## config.mk

```make
export PLATFORM = sky130hd
export DESIGN_NAME = msc_framer
export DESIGN_NICKNAME = d
export VERILOG_FILES = /design/src/pkg/msc_pkg.sv /design/src/core/msc_cmd_class.sv /design/src/core/msc_framer.sv
export SDC_FILE = /design/constraint.sdc
export NUM_CORES = 1
export LEC_CHECK = 0
export BUFFER_PORTS_ARGS = -buffer_cell sky130_fd_sc_hd__buf_2
export CELL_PAD_IN_SITES_DETAIL_PLACEMENT = 1
export CELL_PAD_IN_SITES_GLOBAL_PLACEMENT = 2
export CORE_MARGIN = 2
export CORE_UTILIZATION = 31
export CTS_BUF_LIST = sky130_fd_sc_hd__clkbuf_8 sky130_fd_sc_hd__clkbuf_16
export DETAILED_ROUTE_END_ITERATION = 12
export PLACE_DENSITY_LB_ADDON = 0.3
export SETUP_SLACK_MARGIN = 0.02
export SLEW_MARGIN = 20
export SYNTH_ARGS = -nofsm -noshare
export SYNTH_HDL_FRONTEND = slang
export SYNTH_SLANG_ARGS = --single-unit
```

## constraint.sdc

```tcl
create_clock -name CLK_I -period 2.7 [get_ports CLK_I]
set_clock_uncertainty 0.05 [all_clocks]
set_input_delay 0.405 -clock CLK_I [delete_from_list [all_inputs] [get_ports CLK_I]]
set_output_delay 0.405 -clock CLK_I [all_outputs]
set_load 0.02 [all_outputs]
```

## src/pkg/msc_pkg.sv

```systemverilog
// Constants shared by the segment control framer and its command classifier.
// These files assume one clock domain and an active low synchronous reset.
package msc_pkg;

  // Segment control field geometry, byte 0.
  localparam int SC_OCTETS = 3;
  localparam int RSV_HI = 7;
  localparam int RSV_LO = 4;
  localparam int TMR_BIT = 3;
  localparam int CC_BIT = 2;
  localparam int CAP_BIT = 1;
  localparam int LSF_BIT = 0;

  // Segment control field geometry, bytes 1 and 2.
  localparam int CNT_W = 6;
  localparam int CNT_HI = 7;
  localparam int CNT_LO = 2;
  localparam int LEN_W = 10;
  localparam int LEN_LO_W = 8;
  localparam int LEN_TOP_HI = 1;
  localparam int LEN_TOP_LO = 0;

  // Command identifiers the device may send or act on.
  localparam logic [7:0] CMD_BEACON_REQ = 8'h07;
  localparam logic [7:0] CMD_TONE_MAP_RESP = 8'h0a;

  localparam logic [3:0] RSV_ZERO = 4'h0;

  typedef enum logic [2:0] {
    TX_IDLE  = 3'b000,
    TX_CHECK = 3'b001,
    TX_SC0   = 3'b010,
    TX_SC1   = 3'b011,
    TX_SC2   = 3'b100,
    TX_BODY  = 3'b101
  } msc_tx_state_t;

  typedef enum logic [1:0] {
    RX_SC0  = 2'b00,
    RX_SC1  = 2'b01,
    RX_SC2  = 2'b10,
    RX_BODY = 2'b11
  } msc_rx_state_t;

endpackage

```

## src/core/msc_cmd_class.sv

```systemverilog
// Command identifier classifier with registered one-cycle result pulses.
// Assumes the caller presents one identifier per valid cycle.
`timescale 1ns/1ps
`default_nettype none

module msc_cmd_class (
  input wire logic clk_i,        // Clock.
  input wire logic rst_n_i,      // Synchronous reset, active low.
  input wire logic valid_i,      // Identifier present this cycle.
  input wire logic [7:0] id_i,   // Command identifier.
  output logic beacon_o,         // Pulse: beacon request seen.
  output logic tone_map_o,       // Pulse: tone-map response seen.
  output logic supported_o,      // Pulse: identifier is on the list.
  output logic unsupported_o     // Pulse: identifier is not allowed.
);

  // Only two commands are on the list; association, orphan, data request,
  // realignment, conflict and slot requests all fall out as unsupported.
  wire is_beacon = (id_i == msc_pkg::CMD_BEACON_REQ);
  wire is_tmap = (id_i == msc_pkg::CMD_TONE_MAP_RESP);
  wire is_ok = is_beacon | is_tmap;

  // Results are registered so they leave as clean flop outputs.
  always_ff @(posedge clk_i) begin
    if (!rst_n_i) begin
      beacon_o <= 1'b0;
      tone_map_o <= 1'b0;
      supported_o <= 1'b0;
      unsupported_o <= 1'b0;
    end else begin
      beacon_o <= valid_i & is_beacon;
      tone_map_o <= valid_i & is_tmap;
      supported_o <= valid_i & is_ok;
      unsupported_o <= valid_i & ~is_ok;
    end
  end

endmodule

`default_nettype wire

```

## src/core/msc_framer.sv

```systemverilog
// Segment control framer: prefixes outgoing MAC frames with the three-octet
// segment control field and strips and decodes it from incoming frames.
// Assumes the upper MAC streams frame bytes from frame control onward and
// that the PHY receive stream cannot be stalled.
// Behaviour
// Every transmitted frame starts with three segment control octets.
// Standard MAC header, payload and check sequence follow, passed through.
// Byte 0 holds reserved, tone-map request, priority and last-segment bits.
// Byte 0 bit 2 selects contention access or contention-free slot.
// Six-bit count in byte 1 top; ten-bit length across bytes 1 and 2.
// Bytes go to and come from the PHY first byte first.
// Bit 0 of each field is its least significant bit.
// Only listed command frames may be sent; others are flagged.
// Beacon request is both sendable and recognised on reception.
// Association and disassociation commands are never sent.
// Conflict, orphan, data request and realignment commands are never sent.
// Guaranteed slot requests are never sent.
// A received tone-map request raises a tone-map response request.
// Reserved bits go out as zero and are ignored on reception.
`timescale 1ns/1ps
`default_nettype none

module msc_framer (
  input wire logic CLK_I,                  // Clock, 125 MHz.
  input wire logic RST_N_I,                // Synchronous reset, active low.
  input wire logic TX_START_I,             // Pulse: begin a frame.
  input wire logic TX_IS_CMD_I,            // Frame is a MAC command.
  input wire logic [7:0] TX_CMD_ID_I,      // Command identifier.
  input wire logic TX_TMR_I,               // Tone map request flag.
  input wire logic TX_CC_I,                // Contention control bit.
  input wire logic TX_CAP_I,               // Access priority bit.
  input wire logic TX_LSF_I,               // Final segment flag.
  input wire logic [5:0] TX_COUNT_I,       // Segment counter.
  input wire logic [9:0] TX_LEN_I,         // Segment length field.
  input wire logic [7:0] TX_DATA_I,        // MAC frame byte.
  input wire logic TX_VALID_I,             // MAC byte valid.
  input wire logic TX_LAST_I,              // MAC byte is the last.
  output logic TX_READY_O,                 // Framer takes a MAC byte.
  output logic TX_BUSY_O,                  // Frame in progress.
  output logic TX_REJECT_O,                // Pulse: command refused.
  output logic [7:0] PHY_TX_DATA_O,        // Byte to PHY.
  output logic PHY_TX_VALID_O,             // Byte to PHY valid.
  output logic PHY_TX_LAST_O,              // Last byte of frame.
  input wire logic PHY_TX_READY_I,         // PHY takes the byte.
  input wire logic [7:0] PHY_RX_DATA_I,    // Byte from PHY.
  input wire logic PHY_RX_VALID_I,         // Byte from PHY valid.
  input wire logic PHY_RX_LAST_I,          // Last byte from PHY.
  output logic RX_HDR_VALID_O,             // Pulse: fields below updated.
  output logic RX_TMR_O,                   // Tone map request flag.
  output logic RX_CC_O,                    // Contention control bit.
  output logic RX_CAP_O,                   // Access priority bit.
  output logic RX_LSF_O,                   // Final segment flag.
  output logic [5:0] RX_COUNT_O,           // Segment counter.
  output logic [9:0] RX_LEN_O,             // Segment length field.
  output logic [7:0] RX_DATA_O,            // MAC byte to upper MAC.
  output logic RX_VALID_O,                 // MAC byte valid.
  output logic RX_LAST_O,                  // Last MAC byte.
  output logic RX_RUNT_O,                  // Pulse: frame ended in header.
  output logic TMAP_RESP_REQ_O,            // Pulse: answer with tone map.
  input wire logic RX_CMD_ID_VALID_I,      // Received command id present.
  input wire logic [7:0] RX_CMD_ID_I,      // Received command id.
  output logic RX_BEACON_REQ_O,            // Pulse: beacon request seen.
  output logic RX_CMD_UNSUPP_O             // Pulse: unsupported command.
);

  //////////////////////////////////////////////////////////////////////////
  // Command classification for both directions.

  logic tx_cls_ok;
  logic tx_cls_bad;

  // classify outgoing command
  msc_cmd_class u_tx_class (
    .clk_i(CLK_I),
    .rst_n_i(RST_N_I),
    .valid_i(TX_START_I & TX_IS_CMD_I),
    .id_i(TX_CMD_ID_I),
    .beacon_o(),
    .tone_map_o(),
    .supported_o(tx_cls_ok),
    .unsupported_o(tx_cls_bad)
  );

  // recognise received beacon request
  msc_cmd_class u_rx_class (
    .clk_i(CLK_I),
    .rst_n_i(RST_N_I),
    .valid_i(RX_CMD_ID_VALID_I),
    .id_i(RX_CMD_ID_I),
    .beacon_o(RX_BEACON_REQ_O),
    .tone_map_o(),
    .supported_o(),
    .unsupported_o(RX_CMD_UNSUPP_O)
  );

  //////////////////////////////////////////////////////////////////////////
  // Transmit path.

  msc_pkg::msc_tx_state_t tx_state_r, tx_state_nxt;
  logic [7:0] sc0_r, sc1_r, sc2_r;
  logic [7:0] sc0_nxt, sc1_nxt, sc2_nxt;
  logic is_cmd_r;

  // pack byte 0 flags
  // contention control at bit 2
  // reserved bits sent as zero
  assign sc0_nxt = {msc_pkg::RSV_ZERO, TX_TMR_I, TX_CC_I, TX_CAP_I, TX_LSF_I};
  // count and length split
  // field bit 0 lands in the lowest bit
  assign sc1_nxt = {TX_COUNT_I, TX_LEN_I[msc_pkg::LEN_W-1:msc_pkg::LEN_LO_W]};
  assign sc2_nxt = TX_LEN_I[msc_pkg::LEN_LO_W-1:0];

  // The output byte register is refilled only when empty or draining, so
  // TX_READY_O can stay a flop at the price of a bubble after every body byte.
  wire can_load = ~PHY_TX_VALID_O | PHY_TX_READY_I;
  wire in_hdr = (tx_state_r == msc_pkg::TX_SC0) |
                (tx_state_r == msc_pkg::TX_SC1) |
                (tx_state_r == msc_pkg::TX_SC2);
  wire body_take = (tx_state_r == msc_pkg::TX_BODY) & TX_VALID_I & TX_READY_O;
  wire load = can_load & (in_hdr | body_take);
  wire start_ok = TX_START_I & (tx_state_r == msc_pkg::TX_IDLE);

  // header octets precede the MAC bytes
  // earliest octet first
  // MAC bytes pass through unchanged
  wire [7:0] tx_byte = (tx_state_r == msc_pkg::TX_SC0) ? sc0_r :
                       (tx_state_r == msc_pkg::TX_SC1) ? sc1_r :
                       (tx_state_r == msc_pkg::TX_SC2) ? sc2_r : TX_DATA_I;
  wire ov_nxt = can_load ? load : PHY_TX_VALID_O;
  wire [7:0] od_nxt = load ? tx_byte : PHY_TX_DATA_O;
  wire ol_nxt = load ? (body_take & TX_LAST_I) : PHY_TX_LAST_O;

  // Transmit sequencing; commands wait one cycle for their verdict.
  always_comb begin
    tx_state_nxt = tx_state_r;
    unique case (tx_state_r)
      msc_pkg::TX_IDLE: begin
        if (TX_START_I) begin
          tx_state_nxt = TX_IS_CMD_I ? msc_pkg::TX_CHECK : msc_pkg::TX_SC0;
        end
      end
      // forbidden commands stopped here
      // not generated commands stopped here
      // slot requests stopped here
      msc_pkg::TX_CHECK: begin
        tx_state_nxt = tx_cls_ok ? msc_pkg::TX_SC0 : msc_pkg::TX_IDLE;
      end
      msc_pkg::TX_SC0: begin
        if (can_load) tx_state_nxt = msc_pkg::TX_SC1;
      end
      msc_pkg::TX_SC1: begin
        if (can_load) tx_state_nxt = msc_pkg::TX_SC2;
      end
      msc_pkg::TX_SC2: begin
        if (can_load) tx_state_nxt = msc_pkg::TX_BODY;
      end
      msc_pkg::TX_BODY: begin
        if (body_take & can_load & TX_LAST_I) begin
          tx_state_nxt = msc_pkg::TX_IDLE;
        end
      end
      default: tx_state_nxt = msc_pkg::TX_IDLE;
    endcase
  end

  wire ready_nxt = (tx_state_nxt == msc_pkg::TX_BODY) & ~ov_nxt;

  // Transmit registers.
  always_ff @(posedge CLK_I) begin
    if (!RST_N_I) begin
      tx_state_r <= msc_pkg::TX_IDLE;
      sc0_r <= 8'h00;
      sc1_r <= 8'h00;
      sc2_r <= 8'h00;
      is_cmd_r <= 1'b0;
      TX_READY_O <= 1'b0;
      TX_BUSY_O <= 1'b0;
      TX_REJECT_O <= 1'b0;
      PHY_TX_DATA_O <= 8'h00;
      PHY_TX_VALID_O <= 1'b0;
      PHY_TX_LAST_O <= 1'b0;
    end else begin
      tx_state_r <= tx_state_nxt;
      if (start_ok) begin
        sc0_r <= sc0_nxt;
        sc1_r <= sc1_nxt;
        sc2_r <= sc2_nxt;
        is_cmd_r <= TX_IS_CMD_I;
      end
      TX_READY_O <= ready_nxt;
      TX_BUSY_O <= (tx_state_nxt != msc_pkg::TX_IDLE);
      TX_REJECT_O <= (tx_state_r == msc_pkg::TX_CHECK) & tx_cls_bad;
      PHY_TX_DATA_O <= od_nxt;
      PHY_TX_VALID_O <= ov_nxt;
      PHY_TX_LAST_O <= ol_nxt;
    end
  end

  //////////////////////////////////////////////////////////////////////////
  // Receive path.

  msc_pkg::msc_rx_state_t rx_state_r, rx_state_nxt;
  logic [7:0] rb0_r, rb1_r;
  logic tmr_seen_r;

  wire rx_hdr_end = PHY_RX_VALID_I & (rx_state_r == msc_pkg::RX_SC2);
  wire rx_body = PHY_RX_VALID_I & (rx_state_r == msc_pkg::RX_BODY);
  wire rx_runt = PHY_RX_VALID_I & PHY_RX_LAST_I &
                 (rx_state_r != msc_pkg::RX_BODY);

  // first received octets are segment control
  always_comb begin
    rx_state_nxt = rx_state_r;
    unique case (rx_state_r)
      msc_pkg::RX_SC0: if (PHY_RX_VALID_I) rx_state_nxt = msc_pkg::RX_SC1;
      msc_pkg::RX_SC1: if (PHY_RX_VALID_I) rx_state_nxt = msc_pkg::RX_SC2;
      msc_pkg::RX_SC2: if (PHY_RX_VALID_I) rx_state_nxt = msc_pkg::RX_BODY;
      msc_pkg::RX_BODY: if (PHY_RX_VALID_I) rx_state_nxt = rx_state_r;
    endcase
    if (PHY_RX_VALID_I & PHY_RX_LAST_I) rx_state_nxt = msc_pkg::RX_SC0;
  end

  // Header bytes are held internally so the decoded outputs change only
  // together with RX_HDR_VALID_O.
  always_ff @(posedge CLK_I) begin
    if (!RST_N_I) begin
      rx_state_r <= msc_pkg::RX_SC0;
      rb0_r <= 8'h00;
      rb1_r <= 8'h00;
    end else begin
      rx_state_r <= rx_state_nxt;
      if (PHY_RX_VALID_I & (rx_state_r == msc_pkg::RX_SC0)) rb0_r <= PHY_RX_DATA_I;
      if (PHY_RX_VALID_I & (rx_state_r == msc_pkg::RX_SC1)) rb1_r <= PHY_RX_DATA_I;
    end
  end

  // Decoded fields; runt frames leave the previous header in place.
  always_ff @(posedge CLK_I) begin
    if (!RST_N_I) begin
      RX_HDR_VALID_O <= 1'b0;
      RX_TMR_O <= 1'b0;
      RX_CC_O <= 1'b0;
      RX_CAP_O <= 1'b0;
      RX_LSF_O <= 1'b0;
      RX_COUNT_O <= 6'h00;
      RX_LEN_O <= 10'h000;
    end else begin
      RX_HDR_VALID_O <= rx_hdr_end & ~PHY_RX_LAST_I;
      if (rx_hdr_end & ~PHY_RX_LAST_I) begin
        // unpack byte 0 flags
        // contention control bit
        // reserved bits ignored
        RX_TMR_O <= rb0_r[msc_pkg::TMR_BIT];
        RX_CC_O <= rb0_r[msc_pkg::CC_BIT];
        RX_CAP_O <= rb0_r[msc_pkg::CAP_BIT];
        RX_LSF_O <= rb0_r[msc_pkg::LSF_BIT];
        // count and length rejoined
        // top bits most significant
        RX_COUNT_O <= rb1_r[msc_pkg::CNT_HI:msc_pkg::CNT_LO];
        RX_LEN_O <= {rb1_r[msc_pkg::LEN_TOP_HI:msc_pkg::LEN_TOP_LO],
                     PHY_RX_DATA_I};
      end
    end
  end

  // Body pass-through and end-of-frame events.
  always_ff @(posedge CLK_I) begin
    if (!RST_N_I) begin
      RX_DATA_O <= 8'h00;
      RX_VALID_O <= 1'b0;
      RX_LAST_O <= 1'b0;
      RX_RUNT_O <= 1'b0;
      TMAP_RESP_REQ_O <= 1'b0;
      tmr_seen_r <= 1'b0;
    end else begin
      // MAC bytes handed up unchanged
      RX_VALID_O <= rx_body;
      RX_LAST_O <= rx_body & PHY_RX_LAST_I;
      if (rx_body) RX_DATA_O <= PHY_RX_DATA_I;
      RX_RUNT_O <= rx_runt;
      if (rx_hdr_end) tmr_seen_r <= rb0_r[msc_pkg::TMR_BIT];
      // request a tone-map answer
      TMAP_RESP_REQ_O <= rx_body & PHY_RX_LAST_I & tmr_seen_r;
    end
  end

endmodule

`default_nettype wire

```

## Yosys cells after proc, flatten, opt, wreduce, memory -nomap -nowiden

Index checks and enable logic that the tools add are counted.

- Bits in registers: 88
- Output and inout port bits: 48
- Logic and storage cells: 104

- Equality and inequality tests: 17
- Muxes and demuxes: 16
- Bitwise logic cells: 36
- Reductions and logical operators: 5

Operators by type and width:

| cell | number |
|---|---|
| 8-bit two-way mux | 3 |
| 1-bit AND | 23 |
| 3-bit case mux with 6 select lines | 1 |
| 8-bit by 3-bit == test with 1-bit output (second input constant) | 2 |
| 8-bit by 4-bit == test with 1-bit output (second input constant) | 2 |
| 3-bit two-way mux | 5 |
| 2-bit two-way mux | 5 |
| 3-bit == test (second input constant) | 3 |
| 2-bit inequality test (second input constant) | 4 |
| 1-bit NOT | 7 |
| 3-bit by 2-bit == test with 1-bit output (second input constant) | 2 |
| 1-bit OR | 6 |
| 2-bit case mux with 3 select lines | 1 |
| 2-bit == test (second input constant) | 2 |
| 4-bit AND reduction | 1 |
| 3-bit by 1-bit == test with 1-bit output (second input constant) | 1 |
| 3-bit zero test | 1 |
| 3-bit nonzero test | 1 |
| 2-bit by 1-bit == test with 1-bit output (second input constant) | 1 |
| 2-bit zero test | 1 |
| 2-bit OR reduction | 1 |
| 1-bit two-way mux | 1 |

## Logic depth before layout (Yosys ltp)

Gate-level depths: netlist of run 1.

- Word-level depth: 9
- Gate-level depth with buffers: 7
- Gate-level depth less buffers: 6

## Cells and area by module

A second synthesis of run 1 with hierarchy kept.

- Cell total of the unflattened synthesis: 440
- Area total of the unflattened synthesis: 3834.9 µm²

By module, submodules not included:

| module | instances | cells each | area each (µm²) | sequential area each (µm²) |
|---|---|---|---|---|
| msc_framer | 1 | 412 | 3544.6 | 1681.6 |
| msc_cmd_class | 2 | 14 | 145.1 | 80.1 |

## Worst setup path before layout of run 1

OpenSTA, ideal clock, no wires.

- Path type: register -> register
- Start point: register tx_state_r[1]
- End point: register PHY_TX_DATA_O[3]
- Setup time: 0.119 ns
- Arrival: 1.307 ns
- Path slack: 1.224 ns
- Stages on the path, launching flop included: 7
- Buffers on the path: 2
- Path through: dfxtp_1 -> buf_6 -> nor2b_2 -> o21ba_2 -> buf_2 -> nor2_4 -> o221a_2

- Word-level cells in the longest chain between the ends: 5

Ends and longest elaborated chain:

| what | RTL line | text |
|---|---|---|
| from (decl) | msc_framer.sv:99 | `msc_pkg::msc_tx_state_t tx_state_r, tx_state_nxt;` |
| from (signal assigned) | msc_framer.sv:171 | `tx_state_r <= msc_pkg::TX_IDLE;` |
| from (signal assigned) | msc_framer.sv:183 | `tx_state_r <= tx_state_nxt;` |
| 3-bit by 2-bit == test with 1-bit output (tied with other cells) | msc_framer.sv:116, msc_framer.sv:126 |  |
| 1-bit OR or 1-bit AND (tied branches) | msc_framer.sv:116, msc_framer.sv:119 |  |
| 1-bit OR or 1-bit AND (tied branches) | msc_framer.sv:117, msc_framer.sv:119 |  |
| 1-bit OR | msc_framer.sv:120 | `wire load = can_load & (in_hdr \| body_take);` |
| 1-bit AND | msc_framer.sv:120 |  |
| to (signal assigned) | msc_framer.sv:193 | `PHY_TX_DATA_O <= od_nxt;` |
| to (decl) | msc_framer.sv:41 | `output logic [7:0] PHY_TX_DATA_O,` |

Parallel ways exist; a longest one is shown, timed or not.
A chain may end at the register's enable or synchronous reset.

## Worst setup path in the final report of run 1

- Start point: register tx_state_r[1]
- End point: register TX_BUSY_O

- Word-level cells in the longest chain between the ends: 8

Ends and longest elaborated chain:

| what | RTL line | text |
|---|---|---|
| 3-bit == test | msc_framer.sv:119, msc_framer.sv:136 |  |
| 1-bit AND (2 in a row) | msc_framer.sv:119 | `wire body_take = (tx_state_r == msc_pkg::TX_BODY) & TX_VALID_I & TX_READY_O;` |
| 1-bit AND (2 in a row) | msc_framer.sv:158 | `if (body_take & can_load & TX_LAST_I) begin` |
| 3-bit two-way mux | msc_framer.sv:158 |  |
| 3-bit case mux with 6 select lines (*) | msc_framer.sv:136 | `unique case (tx_state_r)` |
| 3-bit nonzero test (*) | msc_framer.sv:191 | `TX_BUSY_O <= (tx_state_nxt != msc_pkg::TX_IDLE);` |
| to (signal assigned) | msc_framer.sv:191 |  |
| to (decl) | msc_framer.sv:39 | `output logic TX_BUSY_O,` |

Mark *: on every way between the ends. The rest lies on a longest branch, timed or not.

==> reports/results.txt, run 1 <==
Die Area: 0.01239 mm2
Net Count, Synth: 501
Starting density of the core: 31.54%
Fin util: 40.41%
Crit path arrival time: 2330 ps
Sum Neg Setup Slack: 0 ps
Routed wire length per instance: 15.22 um
Synth unique cells: 43
Hold Path Class: input port to register
# IOs: 110
FP Rows: 39
Hold_ws: 209.2 ps
P&R area growth vs syn: 28.10%
Setup-failing EPs final: 0
Post-synth EDFFs: 0
Insertion delay to the later sink of the worst-skew pair: 340 ps
Clock root buffer: clkbuf_16
Die W: 111.3 um
Mapped Area: 0.003571 mm2
Final WL: 10.38 mm
Crit path kind: register to register
Sw power: 0.0007961 W
Yosys Warn Count: 0
Multi-input gate area: 0.001655 mm2
Mean Syn Cell Area: 8.209 um2
Placed Area: 0.004217 mm2
FF+latch area: 0.001762 mm2
Pre-antenna DRT Iters: 4
Number of port buffers: 109
GRT Overall Usage: 17.15%
Largest net degree at the start of global routing: 36
Startpoint Class: register
Worst Path Max Fanout: 22
Max-cap viol count: 0
Final Hold Fails: 0
Cell-internal power: 0.002462 W
Layout cell share with drive strength beyond 1: 26.95%
Count of hold-fix buffers inserted at cts: 0
WP data required: 2920 ps
Post-layout min period: 2111 ps
Flops & latches, synth: 88
Antenna-violating nets left: 0
Number of cells produced by synthesis: 435
Fin cells: 682
GRT overflow: 0
1st-iter DRT viols: 86
Finished layout cell area: 0.004574 mm2
Cts bufs inserted: 9
Num Clock Sinks: 88
Comb pwr share: 11.6%
Worst-Margin Slew: 870.4 ps
Core area: 0.01132 mm2
Slew margin rel.: 41.97%
Main synth FF type: dfxtp_1
Die Ht: 111.3 um
Via Count: 3344
Run status: finished, final reports clean
Clock transition at path regs: 60 ps
Max VDD drop: 494.2 uV
Part of the cycle the worst path needs: 78.17%
Vias in the first global route: 3370
RSZ-0062 raised after global routing: no
Dpl hpwl: 7.523 mm
Resize count post-CTS: 0
Fmax: 473.8 MHz
Clock share of power: 45.3%
Global placement routability congestion: 0.8076
Post-CTS Setup Inserts: 0
Ys async rst share: 0%
Total power per unit cell area: 712.2 mW/mm2
Sequential cell area fraction in the yosys report: 49.33%
DR DRC count: 0
Dpl cells: 665
Slew Viols, Final: 0
Net count, final: 599
Fillers: 1396
CTS tree: built
H-tree Lvls: 3
First-pass GRT wire length: 17.05 mm
Switching Fraction: 24.44%
Pleak: 1.929 nW
Clk buf depth: 2
Initial antenna violation count: 1
Sequential power share: 43.1%
Crit end category: register
Vias/cell: 4.903
[layer usage]
metal	GRT usage [%]	routed length, um	part of all wire, %	vias up
met5	0	0	0	-
met4	3.704	78	0.75	0
met3	6.506	600	5.8	7
met2	27.64	4912	47	69
met1	22.04	4789	46	1597
li1	-	-	-	1671
[registers in the layout (all words and copies together) (netlist names), 2 cells and up]
signal         flops
PHY_TX_DATA_O      8
RX_COUNT_O         6
RX_DATA_O          8
RX_LEN_O          10
rb0_r              4
rb1_r              8
rx_state_r         2
sc0_r              4
sc1_r              8
sc2_r              8
tx_state_r         3
[worst paths after layout]
| path | startpoint | end | slack (ps) | depth (start not counted) |
|---|---|---|---|---|
| min | TX_CMD_ID_I[1] | u_tx_class.unsupported_o$_SDFF_PN0_ | 210 | 2 |
| max | tx_state_r[1]$_SDFF_PN0_ | TX_BUSY_O$_SDFF_PN0_ | 590 | 4 |
| min reg2reg | u_tx_class.unsupported_o$_SDFF_PN0_ | TX_REJECT_O$_SDFF_PN0_ | 380 | 2 |
| max reg2reg | tx_state_r[1]$_SDFF_PN0_ | TX_BUSY_O$_SDFF_PN0_ | 590 | 4 |
[per-stage QoR]
stage,setup slack (ps),total power [W]
after floorplan,1224,0.001675
after global placement,644.4,0.001804
after detailed placement,541.6,0.001817
after CTS,523.7,0.003305
after global routing,383.2,0.003402
final,589.4,0.003258
[synthesized netlist by cell type, types with 2 or more instances]
library cell | count | share of area [%]
nor4_1 | 4 | 0.70
nor2_1 | 11 | 1.2
nand3b_1 | 2 | 0.42
o41ai_1 | 2 | 0.49
inv_1 | 5 | 0.53
nand3_1 | 24 | 3.4
clkbuf_1 | 19 | 2.0
dfxtp_1 | 88 | 49
o22ai_1 | 3 | 0.53
buf_1 | 2 | 0.21
nor3_1 | 2 | 0.28
ha_1 | 4 | 1.4
and3_1 | 3 | 0.53
nand2_1 | 128 | 13
buf_2 | 6 | 0.84
buf_6 | 2 | 0.63
or2_2 | 2 | 0.35
o211ai_1 | 6 | 1.3
o21ai_0 | 2 | 0.28
o21bai_1 | 2 | 0.42
a31oi_1 | 2 | 0.35
a221o_1 | 4 | 1.1
nor2b_1 | 2 | 0.35
mux2_2 | 3 | 0.95
nand2b_1 | 5 | 0.88
a21oi_1 | 72 | 10
mux2i_1 | 13 | 3.6
and2_1 | 2 | 0.35
[cell type report]
cell class / count / share of cell area [%]
well taps: 143 / 3.911
diodes: 1 / 0.05470
clock inverters: 5 / 2.243
clock buffers: 11 / 5.525
multi-input cells: 312 / 36.19
flip-flops and latches: 88 / 38.51
inverters: 6 / 0.4923
repair buffers: 116 / 13.07
[logic make-up after synthesis]
kind of cell	Yosys count	synth area share, %
AO/OA/AOI/OAI	101	16.71
XOR/XNOR	1	0.2453
buffers and inverters	35	4.310
flip-flops	88	49.33
multiplexers	16	4.590
AND/OR/NAND/NOR	190	23.41
adder cells (fa/ha/maj)	4	1.402
[critical path: stages (launching register included)]
cell      delay (ps)
dfxtp_1          550
nor2_8           330
and3_1           770
a21oi_1          160
o211ai_1         170
[power by group through the flow]
stage	clock network [W]	registers, W	logic (W)
finish	0.00148	0.00140	0.000379
global route	0.00157	0.00141	0.000426
CTS	0.00152	0.00140	0.000387
detailed placement	0	0.00143	0.000385
global placement	0	0.00143	0.000373
floorplan	0	0.00143	0.000242
[placed cells by master, fill, tap and decap left out, types with 4 or more instances in the layout]
master,n
nand2_1,128
dfxtp_1,88
a21oi_1,72
o211ai_1,6
ha_1,4
nand3_1,24
nor2_1,11
clkbuf_16,9
nor4_1,4
a221o_1,4
buf_4,7
buf_2,109
nand2b_1,5
mux2i_1,13
inv_1,5
Note: power is estimated with default switching activity, not from simulation.
==> run 2, diff against run 1 <==
- CORE_UTILIZATION: 31 -> 26
- clock period: 2.7 -> 1.85 ns (I/O delays scaled with it)
==> run 2 against run 1 <==
Total power rose by 44%. Hold slack got worse by 120 ps. Global-route usage fell by 1.7 points. Sequential cell count did not move. Register-to-register slack got worse by 400 ps.
==> reports/results.txt, run 2 (synthesized netlist as in run 1, its figures left out) <==
Slew margin rel.: 63.82% (was 41.97%)
Total power per unit cell area: 1000 mW/mm2 (was 712.2 mW/mm2)
Dpl hpwl: 8.075 mm (was 7.523 mm)
Crit path kind: register to register (unchanged)
Commonest non-fill, non-tap cell in the layout: nand2_1 (unchanged)
Die Ht: 121.2 um (was 111.3 um)
Layout cell share with drive strength beyond 1: 27.89% (was 26.95%)
First-pass GRT wire length: 17.69 mm (was 17.05 mm)
Setup-failing EPs final: 0 (unchanged)
Worst Path Max Fanout: 8 (was 22)
Count of hold-fix buffers inserted at cts: 0 (unchanged)
Startpoint Class: register (unchanged)
Initial antenna violation count: 1 (unchanged)
# IOs: 110 (unchanged)
Commonest non-fill, non-tap cells in the layout: nand2_1 (128), buf_2 (109), dfxtp_1 (88) (unchanged)
Fmax: 601.8 MHz (was 473.8 MHz)
Net count, final: 606 (was 599)
Routed wire length per instance: 15.11 um (was 15.22 um)
Slew Viols, Final: 0 (unchanged)
DR DRC count: 0 (unchanged)
Clock transition at path regs: 60 ps (about the same)
Pleak: 1.967 nW (was 1.929 nW)
Insertion delay to the later sink of the worst-skew pair: 340 ps (about the same)
Die W: 121.2 um (was 111.3 um)
Worst-Margin Slew: 541.6 ps (was 870.4 ps)
Clock root buffer: clkbuf_16 (unchanged)
CTS tree: built (unchanged)
H-tree Lvls: 3 (unchanged)
Run status: finished, final reports clean (unchanged)
Post-CTS Setup Inserts: 0 (unchanged)
Number of port buffers: 109 (unchanged)
Crit path arrival time: 1880 ps (was 2330 ps)
Num Clock Sinks: 88 (unchanged)
GRT Overall Usage: 15.47% (was 17.15%)
P&R area growth vs syn: 31.32% (was 28.10%)
FF+latch area: 0.001762 mm2 (unchanged)
Final Hold Fails: 0 (unchanged)
GRT overflow: 0 (unchanged)
Vias in the first global route: 3502 (was 3370)
1st-iter DRT viols: 95 (was 86)
FP Rows: 42 (was 39)
Antenna-violating nets left: 0 (unchanged)
Fin cells: 721 (was 682)
Max-cap viol count: 0 (unchanged)
Die Area: 0.01469 mm2 (was 0.01239 mm2)
Final WL: 10.90 mm (was 10.38 mm)
Starting density of the core: 26.75% (was 31.54%)
Part of the cycle the worst path needs: 89.81% (was 78.17%)
Top reg by flops: RX_LEN_O (unchanged)
Sum Neg Setup Slack: 0 ps (unchanged)
Via Count: 3344 (unchanged)
Max VDD drop: 420.7 uV (was 494.2 uV)
Vias/cell: 4.638 (was 4.903)
Pre-antenna DRT Iters: 4 (unchanged)
Multi-input gate area: 0.001655 mm2 (unchanged)
WP data required: 2070 ps (was 2920 ps)
Max reg flops: 10 (unchanged)
Slack of the worst reg-to-reg path: 190 ps (was 590 ps)
Fin util: 35.13% (was 40.41%)
Fillers: 1661 (was 1396)
Resize count post-CTS: 0 (unchanged)
Dpl cells: 705 (was 665)
Clk buf depth: 2 (unchanged)
RSZ-0062 raised after global routing: no (unchanged)
Antenna diode count: 0 (was 1)
Core area: 0.01335 mm2 (was 0.01132 mm2)
Hold Path Class: input port to register (unchanged)
Crit end category: register (unchanged)
Largest net degree at the start of global routing: 26 (was 36)
Total power: 0.004692 W (was 0.003258 W)
Global placement routability congestion: 0.8293 (was 0.8076)
Cts bufs inserted: 9 (unchanged)
Post-layout min period: 1662 ps (was 2111 ps)
run 2: path summary, 6_finish.rpt:
| path | from | end | cells after the start |
|---|---|---|---|
| min | TX_CMD_ID_I[1] | u_tx_class.unsupported_o$_SDFF_PN0_ | 2 |
| min reg2reg | u_tx_class.unsupported_o$_SDFF_PN0_ | TX_REJECT_O$_SDFF_PN0_ | 2 |
| max reg2reg | tx_state_r[1]$_SDFF_PN0_ | PHY_TX_DATA_O[4]$_SDFFE_PN0P_ | 4 |
| max | tx_state_r[1]$_SDFF_PN0_ | PHY_TX_DATA_O[4]$_SDFFE_PN0P_ | 4 |
run 2: layout make-up:
type,instances,share of cell area [%]
Sequential cell,88,37.57
Multi-Input combinational cell,312,35.30
Timing Repair Buffer,123,14.67
Clock buffer,12,5.683
Tap cell,176,4.696
Clock inverter,4,1.601
Inverter,6,0.4803
run 2: worst max-delay path, cell delays in order, from the launching register on:
cell,delay [ps]
dfxtp_1,560
nor2b_2,280
o21ba_2,250
nor2_4,240
mux2i_1,210
run 2: metal layers:
metal  track usage (%)  wire, um  vias up
met3             4.934       636       11
met1             19.56      5216     1571
met2             25.25      4895       69
li1                  -         -     1691
met5                 0        13        -
met4             4.526       133        2
run 2: where the power goes:
group / total [W] / internal, W / switching [W]
Clock: 0.00206 / 0.00129 / 0.000764
Combinational: 0.000588 / 0.000242 / 0.000346
Sequential: 0.00205 / 0.00198 / 0.0000640
run 2: per-stage QoR:
stage	cell area [um2]	hold WS (ps)	setup slack, ps
global route	4690	82.10	63.47
floorplan	3571	328.3	374.4
detailed placement	4348	375.1	190.0
finish	4690	89.40	188.4
CTS	4690	71.92	178.1
global placement	4348	368.6	258.7
